<file path="src/hw/pts_pkg.sv">
package pts_pkg;
	// ---------------------------------------------------------------
	// Register map, word addresses on the plain register port
	// ---------------------------------------------------------------
	localparam int PTS_AW = 8;
	localparam logic [7:0] PTS_ADDR_CTRL = 8'h00;
	localparam logic [7:0] PTS_ADDR_CFG = 8'h01;
	localparam logic [7:0] PTS_ADDR_LIM0 = 8'h02;
	localparam logic [7:0] PTS_ADDR_LIM3 = 8'h05;
	localparam logic [7:0] PTS_ADDR_WDLIM = 8'h06;
	localparam logic [7:0] PTS_ADDR_STAT = 8'h07;
	localparam logic [7:0] PTS_ADDR_QUE0 = 8'h08;
	localparam logic [7:0] PTS_ADDR_QUE7 = 8'h0f;
	// ---------------------------------------------------------------
	// Control/status and configuration field positions and register reset values
	// ---------------------------------------------------------------
	localparam int PTS_B_EN = 15;
	localparam int PTS_B_SIDL = 13;
	localparam int PTS_B_TOGL = 12;
	localparam int PTS_B_SWT = 10;
	localparam int PTS_B_SSEN = 9;
	localparam int PTS_B_IVIS = 8;
	localparam int PTS_B_RUN = 7;
	localparam int PTS_B_WDTO = 6;
	localparam int PTS_B_EDGE = 0;
	localparam int PTS_PW_LSB = 4;
	localparam logic [15:0] PTS_CTRL_RST = 16'h0000;
	localparam logic [15:0] PTS_CTRL_WMASK = 16'hb383;
	localparam logic [7:0] PTS_PW_RST = 8'h01;
	localparam logic [15:0] PTS_LIM_RST = 16'h0000;
	localparam logic [15:0] PTS_WDLIM_RST = 16'h0000;
	// ---------------------------------------------------------------
	// Step opcodes, upper nibble of a queue entry
	// ---------------------------------------------------------------
	localparam logic [3:0] PTS_OP_CTRL = 4'h0;
	localparam logic [3:0] PTS_OP_WAITIN = 4'h1;
	localparam logic [3:0] PTS_OP_TRIG = 4'h2;
	localparam logic [3:0] PTS_OP_TIMER = 4'h3;
	localparam logic [3:0] PTS_OP_LOOP0 = 4'h4;
	localparam logic [3:0] PTS_OP_LOOP1 = 4'h5;
	localparam logic [3:0] PTS_OP_IRQ = 4'h6;
	localparam logic [3:0] PTS_OP_JUMP = 4'h7;
	localparam logic [3:0] PTS_CTRL_SWWAIT = 4'h1;
	typedef enum logic [3:0] {
		PTS_ST_IDLE = 4'b0001,
		PTS_ST_FETCH = 4'b0010,
		PTS_ST_EXEC = 4'b0100,
		PTS_ST_WAIT = 4'b1000
	} pts_state_t;
endpackage : pts_pkg

</file>
<file path="src/hw/pts_queue_mem.sv">
`timescale 1ns/1ns
// The step queue. Both read ports are registered; port b also carries the
// register read data so that the bus answer leaves a single flip-flop.
module pts_queue_mem #(
	parameter int DEPTH = 8,
	parameter int DW = 16
) (
	input wire logic clk_i,
	input wire logic rstn_i,
	input wire logic we_i,
	input wire logic [$clog2(DEPTH)-1:0] waddr_i,
	input wire logic [7:0] wdata_i,
	input wire logic [$clog2(DEPTH)-1:0] raddr_a_i,
	output logic [7:0] rdata_a_o,
	input wire logic rd_b_i,
	input wire logic sel_b_i,
	input wire logic [$clog2(DEPTH)-1:0] raddr_b_i,
	input wire logic [DW-1:0] other_b_i,
	output logic [DW-1:0] rdata_b_o
);
	logic [7:0] mem_q [DEPTH];

	always_ff @(posedge clk_i) begin
		if (!rstn_i) begin
			for (int i = 0; i < DEPTH; i++) mem_q[i] <= 8'h00;
		end else if (we_i) begin
			mem_q[waddr_i] <= wdata_i;
		end
	end

	always_ff @(posedge clk_i) begin
		if (!rstn_i) rdata_a_o <= 8'h00;
		else rdata_a_o <= mem_q[raddr_a_i];
	end

	// Read data stand only in the cycle after the strobe.
	always_ff @(posedge clk_i) begin
		if (!rstn_i) rdata_b_o <= '0;
		else if (!rd_b_i) rdata_b_o <= '0;
		else if (sel_b_i) rdata_b_o <= {{(DW-8){1'b0}}, mem_q[raddr_b_i]};
		else rdata_b_o <= other_b_i;
	end
endmodule : pts_queue_mem

</file>
<file path="src/hw/pts_count.sv">
`timescale 1ns/1ns
// A 16-bit up counter compared against a limit; serves as timer or loop
// counter depending on how the sequencer drives clear and increment.
module pts_count #(
	parameter int W = 16
) (
	input wire logic clk_i,
	input wire logic rstn_i,
	input wire logic clear_i,
	input wire logic inc_i,
	input wire logic [W-1:0] limit_i,
	output logic [W-1:0] value_o,
	output logic hit_o
);
	always_ff @(posedge clk_i) begin
		if (!rstn_i) value_o <= '0;
		else if (clear_i) value_o <= '0;
		else if (inc_i) value_o <= value_o + W'(1);
	end

	assign hit_o = (value_o == limit_i);
endmodule : pts_count

</file>
<file path="src/hw/pts_sequencer.sv">
// Design decisions made here: strobed register access and the placing of the registers.
`timescale 1ns/1ns
// Notes on behaviour
// - Eight byte-wide step entries drive all operations.
// - Two independent 16-bit interval timers for waits.
// - Two independent 16-bit loop/event limit counters.
// - Software selects rising or falling input edges.
// - Four step-driven processor interrupt outputs.
// - Single-step mode interrupts on every executed step.
// - Sequencer watchdog expiry raises an interrupt.
// - Trigger outputs go toward the peripherals.
// - Watchdog time-out flag: hardware set, resets zero.
// - Toggle mode inverts; otherwise emit a timed pulse.
// - Visibility bit makes limit reads return live counts.
// - Run bit executes steps continuously; clear stops.
// - Writing one triggers; writing zero does nothing.
module pts_sequencer
	import pts_pkg::*;
#(
	parameter int NTRIG_IN = 16,
	parameter int NTRIG_OUT = 16
) (
	input wire logic clk_i,
	input wire logic rstn_i,
	input wire logic [PTS_AW-1:0] addr_i,
	input wire logic [15:0] wdata_i,
	input wire logic wr_i,
	input wire logic rd_i,
	output logic [15:0] rdata_o,
	input wire logic idle_i,
	input wire logic [NTRIG_IN-1:0] trig_in_i,
	output logic [NTRIG_OUT-1:0] trig_out_o,
	output logic [3:0] irq_o,
	output logic step_irq_o,
	output logic wdt_irq_o
);
	// ---------------------------------------------------------------
	// Registers
	// ---------------------------------------------------------------
	logic [15:0] ctrl_q, wd_lim_q, wd_cnt_q, reg_rd;
	logic swt_q, wdto_q, edge_fall_q;
	logic [7:0] pw_q, step, pulse_cnt_q;
	logic [15:0] lim_q [4];
	pts_state_t state_q;
	logic [2:0] pc_q;
	logic [3:0] op, arg, cnt_hit, cnt_clr, cnt_inc;
	logic [15:0] cnt_val [4];
	logic [NTRIG_OUT-1:0] pulse_mask_q;
	logic [NTRIG_IN-1:0] in_s1_q, in_s2_q, in_s3_q;
	logic [NTRIG_IN-1:0] in_edge;
	logic active, wr_ctrl, wd_expire, step_done, advance, jump, swt_take, emit;

	assign wr_ctrl = wr_i && (addr_i == PTS_ADDR_CTRL);
	assign active = ctrl_q[PTS_B_EN] && ctrl_q[PTS_B_RUN] &&
		!(ctrl_q[PTS_B_SIDL] && idle_i);
	assign op = step[7:4];
	assign arg = step[3:0];

	function automatic logic is_lim(input logic [PTS_AW-1:0] a);
		return (a >= PTS_ADDR_LIM0) && (a <= PTS_ADDR_LIM3);
	endfunction : is_lim

	function automatic logic [1:0] lim_idx(input logic [PTS_AW-1:0] a);
		return 2'(a - PTS_ADDR_LIM0);
	endfunction : lim_idx
	function automatic logic is_que(input logic [PTS_AW-1:0] a);
		return (a >= PTS_ADDR_QUE0) && (a <= PTS_ADDR_QUE7);
	endfunction : is_que

	// ---------------------------------------------------------------
	// Control/status, configuration, limit and watchdog limit registers
	// ---------------------------------------------------------------
	always_ff @(posedge clk_i) begin
		if (!rstn_i) begin
			ctrl_q <= PTS_CTRL_RST;
		end else begin
			if (wr_ctrl)
				ctrl_q <= wdata_i & PTS_CTRL_WMASK;
			// A watchdog expiry stops the sequence even against a write.
			if (wd_expire)
				ctrl_q[PTS_B_RUN] <= 1'b0;
		end
	end

	// Only a written one arms the trigger; the step consumes it.
	always_ff @(posedge clk_i) begin
		if (!rstn_i) swt_q <= 1'b0;
		else if (wr_ctrl && wdata_i[PTS_B_SWT]) swt_q <= 1'b1;
		else if (swt_take) swt_q <= 1'b0;
	end

	// Hardware sets; software may clear by writing zero, and a
	// simultaneous expiry wins.
	always_ff @(posedge clk_i) begin
		if (!rstn_i) wdto_q <= 1'b0;
		else if (wd_expire) wdto_q <= 1'b1;
		else if (wr_ctrl && !wdata_i[PTS_B_WDTO]) wdto_q <= 1'b0;
	end

	always_ff @(posedge clk_i) begin
		if (!rstn_i) begin
			edge_fall_q <= 1'b0;
			pw_q <= PTS_PW_RST;
			wd_lim_q <= PTS_WDLIM_RST;
			for (int i = 0; i < 4; i++) lim_q[i] <= PTS_LIM_RST;
		end else if (wr_i) begin
			if (addr_i == PTS_ADDR_CFG) begin
				edge_fall_q <= wdata_i[PTS_B_EDGE];
				pw_q <= wdata_i[PTS_PW_LSB +: 8];
			end
			if (addr_i == PTS_ADDR_WDLIM)
				wd_lim_q <= wdata_i;
			if (is_lim(addr_i))
				lim_q[lim_idx(addr_i)] <= wdata_i;
		end
	end

	// ---------------------------------------------------------------
	// Read mux, registered in the queue memory
	// ---------------------------------------------------------------
	always_comb begin
		reg_rd = 16'h0000;
		if (addr_i == PTS_ADDR_CTRL) begin
			reg_rd = ctrl_q;
			reg_rd[PTS_B_SWT] = swt_q;
			reg_rd[PTS_B_WDTO] = wdto_q;
		end else if (addr_i == PTS_ADDR_CFG) begin
			reg_rd[PTS_B_EDGE] = edge_fall_q;
			reg_rd[PTS_PW_LSB +: 8] = pw_q;
		end else if (is_lim(addr_i)) begin
			if (ctrl_q[PTS_B_IVIS])
				reg_rd = cnt_val[lim_idx(addr_i)];
			else
				reg_rd = lim_q[lim_idx(addr_i)];
		end else if (addr_i == PTS_ADDR_WDLIM) begin
			reg_rd = ctrl_q[PTS_B_IVIS] ? wd_cnt_q : wd_lim_q;
		end else if (addr_i == PTS_ADDR_STAT) begin
			reg_rd = {8'h00, state_q, 1'b0, pc_q};
		end
	end

	pts_queue_mem #(
		.DEPTH(8),
		.DW(16)
	) u_queue (
		.clk_i(clk_i),
		.rstn_i(rstn_i),
		.we_i(wr_i && is_que(addr_i)),
		.waddr_i(addr_i[2:0]),
		.wdata_i(wdata_i[7:0]),
		.raddr_a_i(pc_q),
		.rdata_a_o(step),
		.rd_b_i(rd_i),
		.sel_b_i(is_que(addr_i)),
		.raddr_b_i(addr_i[2:0]),
		.other_b_i(reg_rd),
		.rdata_b_o(rdata_o)
	);

	// ---------------------------------------------------------------
	// Trigger inputs: synchroniser and edge detect
	// ---------------------------------------------------------------
	always_ff @(posedge clk_i) begin
		if (!rstn_i) {in_s3_q, in_s2_q, in_s1_q} <= '0;
		else {in_s3_q, in_s2_q, in_s1_q} <= {in_s2_q, in_s1_q, trig_in_i};
	end

	assign in_edge = edge_fall_q ? (in_s3_q & ~in_s2_q) :
		(~in_s3_q & in_s2_q);

	// ---------------------------------------------------------------
	// Timers (0, 1) and limit counters (2, 3)
	// ---------------------------------------------------------------
	for (genvar g = 0; g < 4; g++) begin : g_cnt
		pts_count #(
			.W(16)
		) u_cnt (
			.clk_i(clk_i),
			.rstn_i(rstn_i),
			.clear_i(cnt_clr[g]),
			.inc_i(cnt_inc[g]),
			.limit_i(lim_q[g]),
			.value_o(cnt_val[g]),
			.hit_o(cnt_hit[g])
		);
	end

	// ---------------------------------------------------------------
	// Step decode
	// ---------------------------------------------------------------
	always_comb begin
		step_done = 1'b0;
		jump = 1'b0;
		emit = 1'b0;
		swt_take = 1'b0;
		cnt_clr = 4'h0;
		cnt_inc = 4'h0;
		if (state_q == PTS_ST_EXEC) begin
			case (op)
				PTS_OP_CTRL: step_done = (arg != PTS_CTRL_SWWAIT);
				PTS_OP_WAITIN: step_done = 1'b0;
				PTS_OP_TRIG: begin
					// A pulse step waits while the previous pulse is out.
					emit = ctrl_q[PTS_B_TOGL] || (pulse_cnt_q == 8'h00);
					step_done = emit;
				end
				PTS_OP_TIMER: cnt_clr[arg[0]] = 1'b1;
				PTS_OP_LOOP0, PTS_OP_LOOP1: begin
					if (cnt_hit[{1'b1, op[0]}]) begin
						cnt_clr[{1'b1, op[0]}] = 1'b1;
						step_done = 1'b1;
					end else begin
						cnt_inc[{1'b1, op[0]}] = 1'b1;
						jump = 1'b1;
					end
				end
				PTS_OP_JUMP: jump = 1'b1;
				default: step_done = 1'b1;
			endcase
		end else if (state_q == PTS_ST_WAIT) begin
			case (op)
				PTS_OP_CTRL: begin
					swt_take = swt_q;
					step_done = swt_q;
				end
				PTS_OP_WAITIN: step_done = in_edge[arg];
				PTS_OP_TIMER: begin
					step_done = cnt_hit[arg[0]];
					cnt_inc[arg[0]] = !cnt_hit[arg[0]];
				end
				default: step_done = 1'b1;
			endcase
		end
	end

	assign advance = active && step_done && !wd_expire;

	// ---------------------------------------------------------------
	// Sequencer state machine
	// ---------------------------------------------------------------
	always_ff @(posedge clk_i) begin
		if (!rstn_i) begin
			state_q <= PTS_ST_IDLE;
			pc_q <= 3'h0;
		end else if (!active || wd_expire) begin
			// Stopping rewinds so the next start begins at entry zero.
			state_q <= PTS_ST_IDLE;
			pc_q <= 3'h0;
		end else begin
			case (state_q)
				PTS_ST_IDLE: state_q <= PTS_ST_FETCH;
				// The queue read is registered, so fetch costs a cycle.
				PTS_ST_FETCH: state_q <= PTS_ST_EXEC;
				PTS_ST_EXEC: begin
					if (advance) begin
						pc_q <= pc_q + 3'h1;
						state_q <= PTS_ST_FETCH;
					end else if (jump) begin
						pc_q <= arg[2:0];
						state_q <= PTS_ST_FETCH;
					end else if (op != PTS_OP_TRIG) begin
						state_q <= PTS_ST_WAIT;
					end
				end
				PTS_ST_WAIT: begin
					if (advance) begin
						pc_q <= pc_q + 3'h1;
						state_q <= PTS_ST_FETCH;
					end
				end
				default: state_q <= PTS_ST_IDLE;
			endcase
		end
	end

	// ---------------------------------------------------------------
	// Watchdog: limits the time spent on one step; zero disables it
	// ---------------------------------------------------------------
	assign wd_expire = active && (wd_lim_q != 16'h0000) &&
		(wd_cnt_q == wd_lim_q);

	always_ff @(posedge clk_i) begin
		if (!rstn_i) wd_cnt_q <= 16'h0000;
		else if (!active || advance || state_q == PTS_ST_FETCH)
			wd_cnt_q <= 16'h0000;
		else if (state_q == PTS_ST_EXEC || state_q == PTS_ST_WAIT)
			wd_cnt_q <= wd_cnt_q + 16'h0001;
	end

	always_ff @(posedge clk_i) begin
		if (!rstn_i) wdt_irq_o <= 1'b0;
		else wdt_irq_o <= wd_expire;
	end

	// ---------------------------------------------------------------
	// Interrupts
	// ---------------------------------------------------------------
	always_ff @(posedge clk_i) begin
		if (!rstn_i) begin
			irq_o <= 4'h0;
			step_irq_o <= 1'b0;
		end else begin
			irq_o <= 4'h0;
			if (advance && state_q == PTS_ST_EXEC && op == PTS_OP_IRQ)
				irq_o[arg[1:0]] <= 1'b1;
			step_irq_o <= (advance || (active && jump)) &&
				ctrl_q[PTS_B_SSEN];
		end
	end

	// ---------------------------------------------------------------
	// Trigger outputs
	// ---------------------------------------------------------------
	// One shared pulse timer keeps the area small; the cost is that a
	// second pulse step waits until the first pulse has ended.
	always_ff @(posedge clk_i) begin
		if (!rstn_i) begin
			trig_out_o <= '0;
			pulse_cnt_q <= 8'h00;
			pulse_mask_q <= '0;
		end else begin
			if (pulse_cnt_q != 8'h00) begin
				pulse_cnt_q <= pulse_cnt_q - 8'h01;
				if (pulse_cnt_q == 8'h01)
					trig_out_o <= trig_out_o & ~pulse_mask_q;
			end
			if (active && emit && ctrl_q[PTS_B_TOGL]) begin
				trig_out_o[arg] <= ~trig_out_o[arg];
			end else if (active && emit) begin
				trig_out_o[arg] <= 1'b1;
				pulse_mask_q <= '0;
				pulse_mask_q[arg] <= 1'b1;
				pulse_cnt_q <= (pw_q == 8'h00) ? 8'h01 : pw_q;
			end
		end
	end
endmodule : pts_sequencer

</file>
<file path="config.mk">
export PLATFORM = sky130hd
export DESIGN_NAME = pts_sequencer
export DESIGN_NICKNAME = d
export VERILOG_FILES = /design/src/hw/pts_pkg.sv /design/src/hw/pts_queue_mem.sv /design/src/hw/pts_count.sv /design/src/hw/pts_sequencer.sv
export SDC_FILE = /design/constraint.sdc
export NUM_CORES = 1
export LEC_CHECK = 0
export ABC_AREA = 1
export BUFFER_PORTS_ARGS = -buffer_cell sky130_fd_sc_hd__buf_4
export CORE_MARGIN = 4
export CORE_UTILIZATION = 50
export DETAILED_ROUTE_END_ITERATION = 10
export PLACE_DENSITY = 0.67
export SETUP_SLACK_MARGIN = 0.3
export SLEW_MARGIN = 20
export SYNTH_ARGS = -nofsm -noshare
export SYNTH_HDL_FRONTEND = slang
export SYNTH_SLANG_ARGS = --single-unit
export TNS_END_PERCENT = 1
</file>
<file path="constraint.sdc">
create_clock -name clk_i -period 8.15 [get_ports clk_i]
set_input_delay 0.815 -clock clk_i [delete_from_list [all_inputs] [get_ports clk_i]]
set_output_delay 0.815 -clock clk_i [all_outputs]
set_load 0.01 [all_outputs]
</file>
==> impl_metrics.env <==
export IMPL_grt_max_degree=103
export IMPL_timing_critical_path_required_ps=8420
export IMPL_final_util_pct=57.2
export IMPL_worstReg2RegStart="u_queue.rdata_a_o[0]"
export IMPL_syn_avg_cell_area_um2=7.62
export IMPL_floorplan_rows=70
export IMPL_setup_violations=0
export IMPL_tritoncts_num_buffers=42
export IMPL_hold_worst_slack_ps=411
export IMPL_routed_wire_length_um=62000
export IMPL_post_synth_inst_count=2451
export IMPL_global_route_usage_over_all_layers_pct=29.8
export IMPL_rsz0062_at_grt="no"
export IMPL_first_pass_iters=6
export IMPL_areaGrowthSynthToFinish_pct=12.4
export IMPL_io_pins=83
export IMPL_insertedDiodeCount=0
export IMPL_design_die_area_um2=40500
export IMPL_drive_gt1_share_pct=9.93
export IMPL_worst_hold_path_num_cells=2
export IMPL_fmax_mhz=304
export IMPL_wire_per_inst_um=20.8
export IMPL_cts_sinks=368
export IMPL_vdd_ir_drop_max_v=0.000174
export IMPL_setup_reg_to_reg_worst_slack_ps=5410
export IMPL_min_delay_worst_endpoint="in_s2_q[6]"
export IMPL_clockBufferDepth=3
export IMPL_cts_max_level=2
export IMPL_maxSlewViolCount=0
export IMPL_timing_max_cap_violations=0
export IMPL_totalNegativeSetupSlack_ps=0
export IMPL_postSynth_asyncResetShare_pct=0
export IMPL_worst_ep_arrival_ps=3570
export IMPL_half_perimeter_wire_length_after_detailed_placement_um=45100
export IMPL_worst_skew_pair_late_latency_ps=580
export IMPL_placement_io_buffers=82
export IMPL_synth_largest_area_cell="dfxtp_1"
export IMPL_detail_route_antenna_nets=0
export IMPL_fillers=3397
export IMPL_rel_slew_slack_pct=30.6
export IMPL_yosysMostFrequentCell="nand2_1"
export IMPL_antenna_found_initial=1
export IMPL_worstRegToRegCells=7
export IMPL_route_vias_total=17500
export IMPL_numPlacedInstances=2909
export IMPL_critPathBufInv=6
export IMPL_power_leakage_uw=0.00856
export IMPL_drc=0
export IMPL_drt_vias_per_instance=5.86
export IMPL_worstMarginPinSlew_ps=1040
export IMPL_synth_cell_types=56
export IMPL_synthesis_yosys_warnings=0
export IMPL_crit_path_top_delay_cell="o21ai_1"
export IMPL_pwr_density_cell_nw_per_um2=208
export IMPL_timing_critical_path_to_type="flop"
export IMPL_synth_cell_area_um2=18700
export IMPL_timing_hold_violations_final=0
export IMPL_worst_setup_path_start_kind="input pin"
export IMPL_post_cts_setup_buffers=0
export IMPL_synth_edf_count=128
export IMPL_multi_input_comb_area_um2=8390
export IMPL_path_class="input pin to flop"
export IMPL_timing_final_crit_share_pct=40.4
export IMPL_syn_nets=2505
export IMPL_clock_skew_ps=28.1
export IMPL_floorplan_initialDensity_pct=50.9
export IMPL_ctsHoldBuffers=0
export IMPL_synth_area_leaders="dfxtp_1, edfxtp_1, nand2_1, nor2_1, inv_1"
export IMPL_worst_path_largest_cell_delay_ps=630
export IMPL_clkTransAtPathRegs_ps=60
export IMPL_min_path_type="flop to flop"
export IMPL_worstHoldStart="in_s1_q[6]"
export IMPL_first_global_vias=16000
export IMPL_synth_yosys_seq_area_share_pct=46.3
export IMPL_cts_repair_resize_count=0
export IMPL_ys_dominant_reg_cell="dfxtp_1"
export IMPL_initialDrtViolationCount=2344
export IMPL_grt_overflow_total=0
export IMPL_final_nets=2539
export IMPL_gp_routability_congestion=0.993
export IMPL_status="completed"
export IMPL_clockRootBuffer="clkbuf_16"
export IMPL_die_width_um=201
export IMPL_grt_first_pass_wirelength_um=94600
export IMPL_crit_path_cell_trace="buf_4 > nor2_1 > nand2_1 > nor2_1 > inv_1 > nor3_2 > buf_4 > inv_1 > nor2_2 > inv_1 > o21ai_1 > buf_4"
export IMPL_tritoncts="yes"
export IMPL_flops_latches_synth=368
export IMPL_totalPowerFinal_uw=4360
export IMPL_core_um2=36700
export IMPL_rr_endpoint="trig_out_o[14]"
export IMPL_worstPathMaxFanout=23
export IMPL_synth_common_cells="nand2_1, nor2_1, inv_1"
export IMPL_final_period_minus_worst_setup_slack_ps=3290
export IMPL_floorplan_die_height_um=201
export IMPL_layout_cells_non_filler=2986
export IMPL_critPathTopFamily="buffers and inverters"
export IMPL_sequential_cell_area_um2=8650
export IMPL_netlist_area_leader_share_pct=25.7
==> worst reg2reg max path, delay by kind of cell (launching register included) <==
| kind | cells | cell delay, ps |
|---|---|---|
| and+or+nand+nor | 3 | 1180 |
| DFF | 1 | 660 |
| AOI/OAI and AO/OA | 3 | 480 |
| buffers and inverters | 1 | 240 |
==> power breakdown <==
group	total [uW]	switching, uW	internal [uW]	leakage [uW]
combinational	345	234	111	0.00467
sequential	2010	55.2	1960	0.00316
clock	2000	786	1210	0.000723
==> per-stage QoR <==
stage               worst slack [ps]  cell area (um2)
finish                          4860            21000
global route                    4500            21000
CTS                             4950            21000
detailed placement              4350            19500
global placement                4440            19500
floorplan                       4720            18700
==> cell families after synthesis <==
| kind of cell | count (synthesis) | share of synthesized area (%) |
|---|---|---|
| xor+xnor | 85 | 3.99 |
| flops | 368 | 46.3 |
| fa+ha+maj | 9 | 0.603 |
| buf+inv | 416 | 8.78 |
| compound gates | 477 | 14.7 |
| simple gates | 1096 | 25.6 |
==> cell type report <==
cell class / instances / share of cell area [%]
flip-flops and latches: 368 / 41.2
multi-input cells: 1667 / 40.0
clock buffers: 64 / 6.09
inverters: 309 / 5.53
repair buffers: 97 / 3.47
well taps: 468 / 2.79
clock inverters: 13 / 0.912
==> placed cells by master (no fill, tap or decap), types with 11 or more instances in the layout <==
master	netlist	routed
xnor2_1	20	20
inv_1	273	273
nand4_1	35	35
xor2_1	65	65
edfxtp_1	128	128
dfxtp_1	240	240
nor2_1	318	318
inv_2	34	34
o2111ai_1	14	14
o211ai_1	22	22
nor4_1	12	12
o21ai_1	17	17
o21ai_0	147	146
a22oi_1	23	23
a31oi_1	12	12
nor2_2	13	13
buf_4	7	97
nor3_1	51	51
clkbuf_16	0	45
nand2_1	511	511
a21oi_1	161	161
clkbuf_1	63	11
nand3_1	100	100
o22ai_1	45	45
==> how the worst max path moves through the flow <==
stage | start | endpoint | slack [ps] | cells after the start
final | addr_i[4] | lim_q[1][15] | 4860 | 12
after global routing | addr_i[4] | lim_q[1][13] | 4500 | 12
after CTS | addr_i[4] | lim_q[1][13] | 4950 | 12
after detailed placement | addr_i[6] | lim_q[1][13] | 4350 | 12
after global placement | addr_i[4] | lim_q[1][13] | 4440 | 12
after floorplan | addr_i[1] | lim_q[1][0] | 4720 | 8
==> state kept, by name (all words and copies together) (netlist names), 8 cells and up <==
register / flops
ctrl_q: 8
in_s1_q: 16
lim_q: 64
pw_q: 8
u_queue.mem_q: 64
wd_lim_q: 16
u_queue.rdata_a_o: 8
u_queue.rdata_b_o: 16
trig_out_o: 16
wd_cnt_q: 16
in_s2_q: 16
g_cnt.u_cnt.value_o: 64
pulse_mask_q: 16
in_s3_q: 16
pulse_cnt_q: 8
==> routing by layer <==
| layer | GRT usage [%] | vias up | routed length (um) |
|---|---|---|---|
| met3 | 6.40 | 174 | 6480 |
| met2 | 44.7 | 939 | 26600 |
| li1 | - | 8192 | - |
| met4 | 10.3 | 2 | 2480 |
| met1 | 42.8 | 8183 | 26400 |
| met5 | 0 | - | 14 |
No activity file was read; power rests on OpenSTA's default activity.
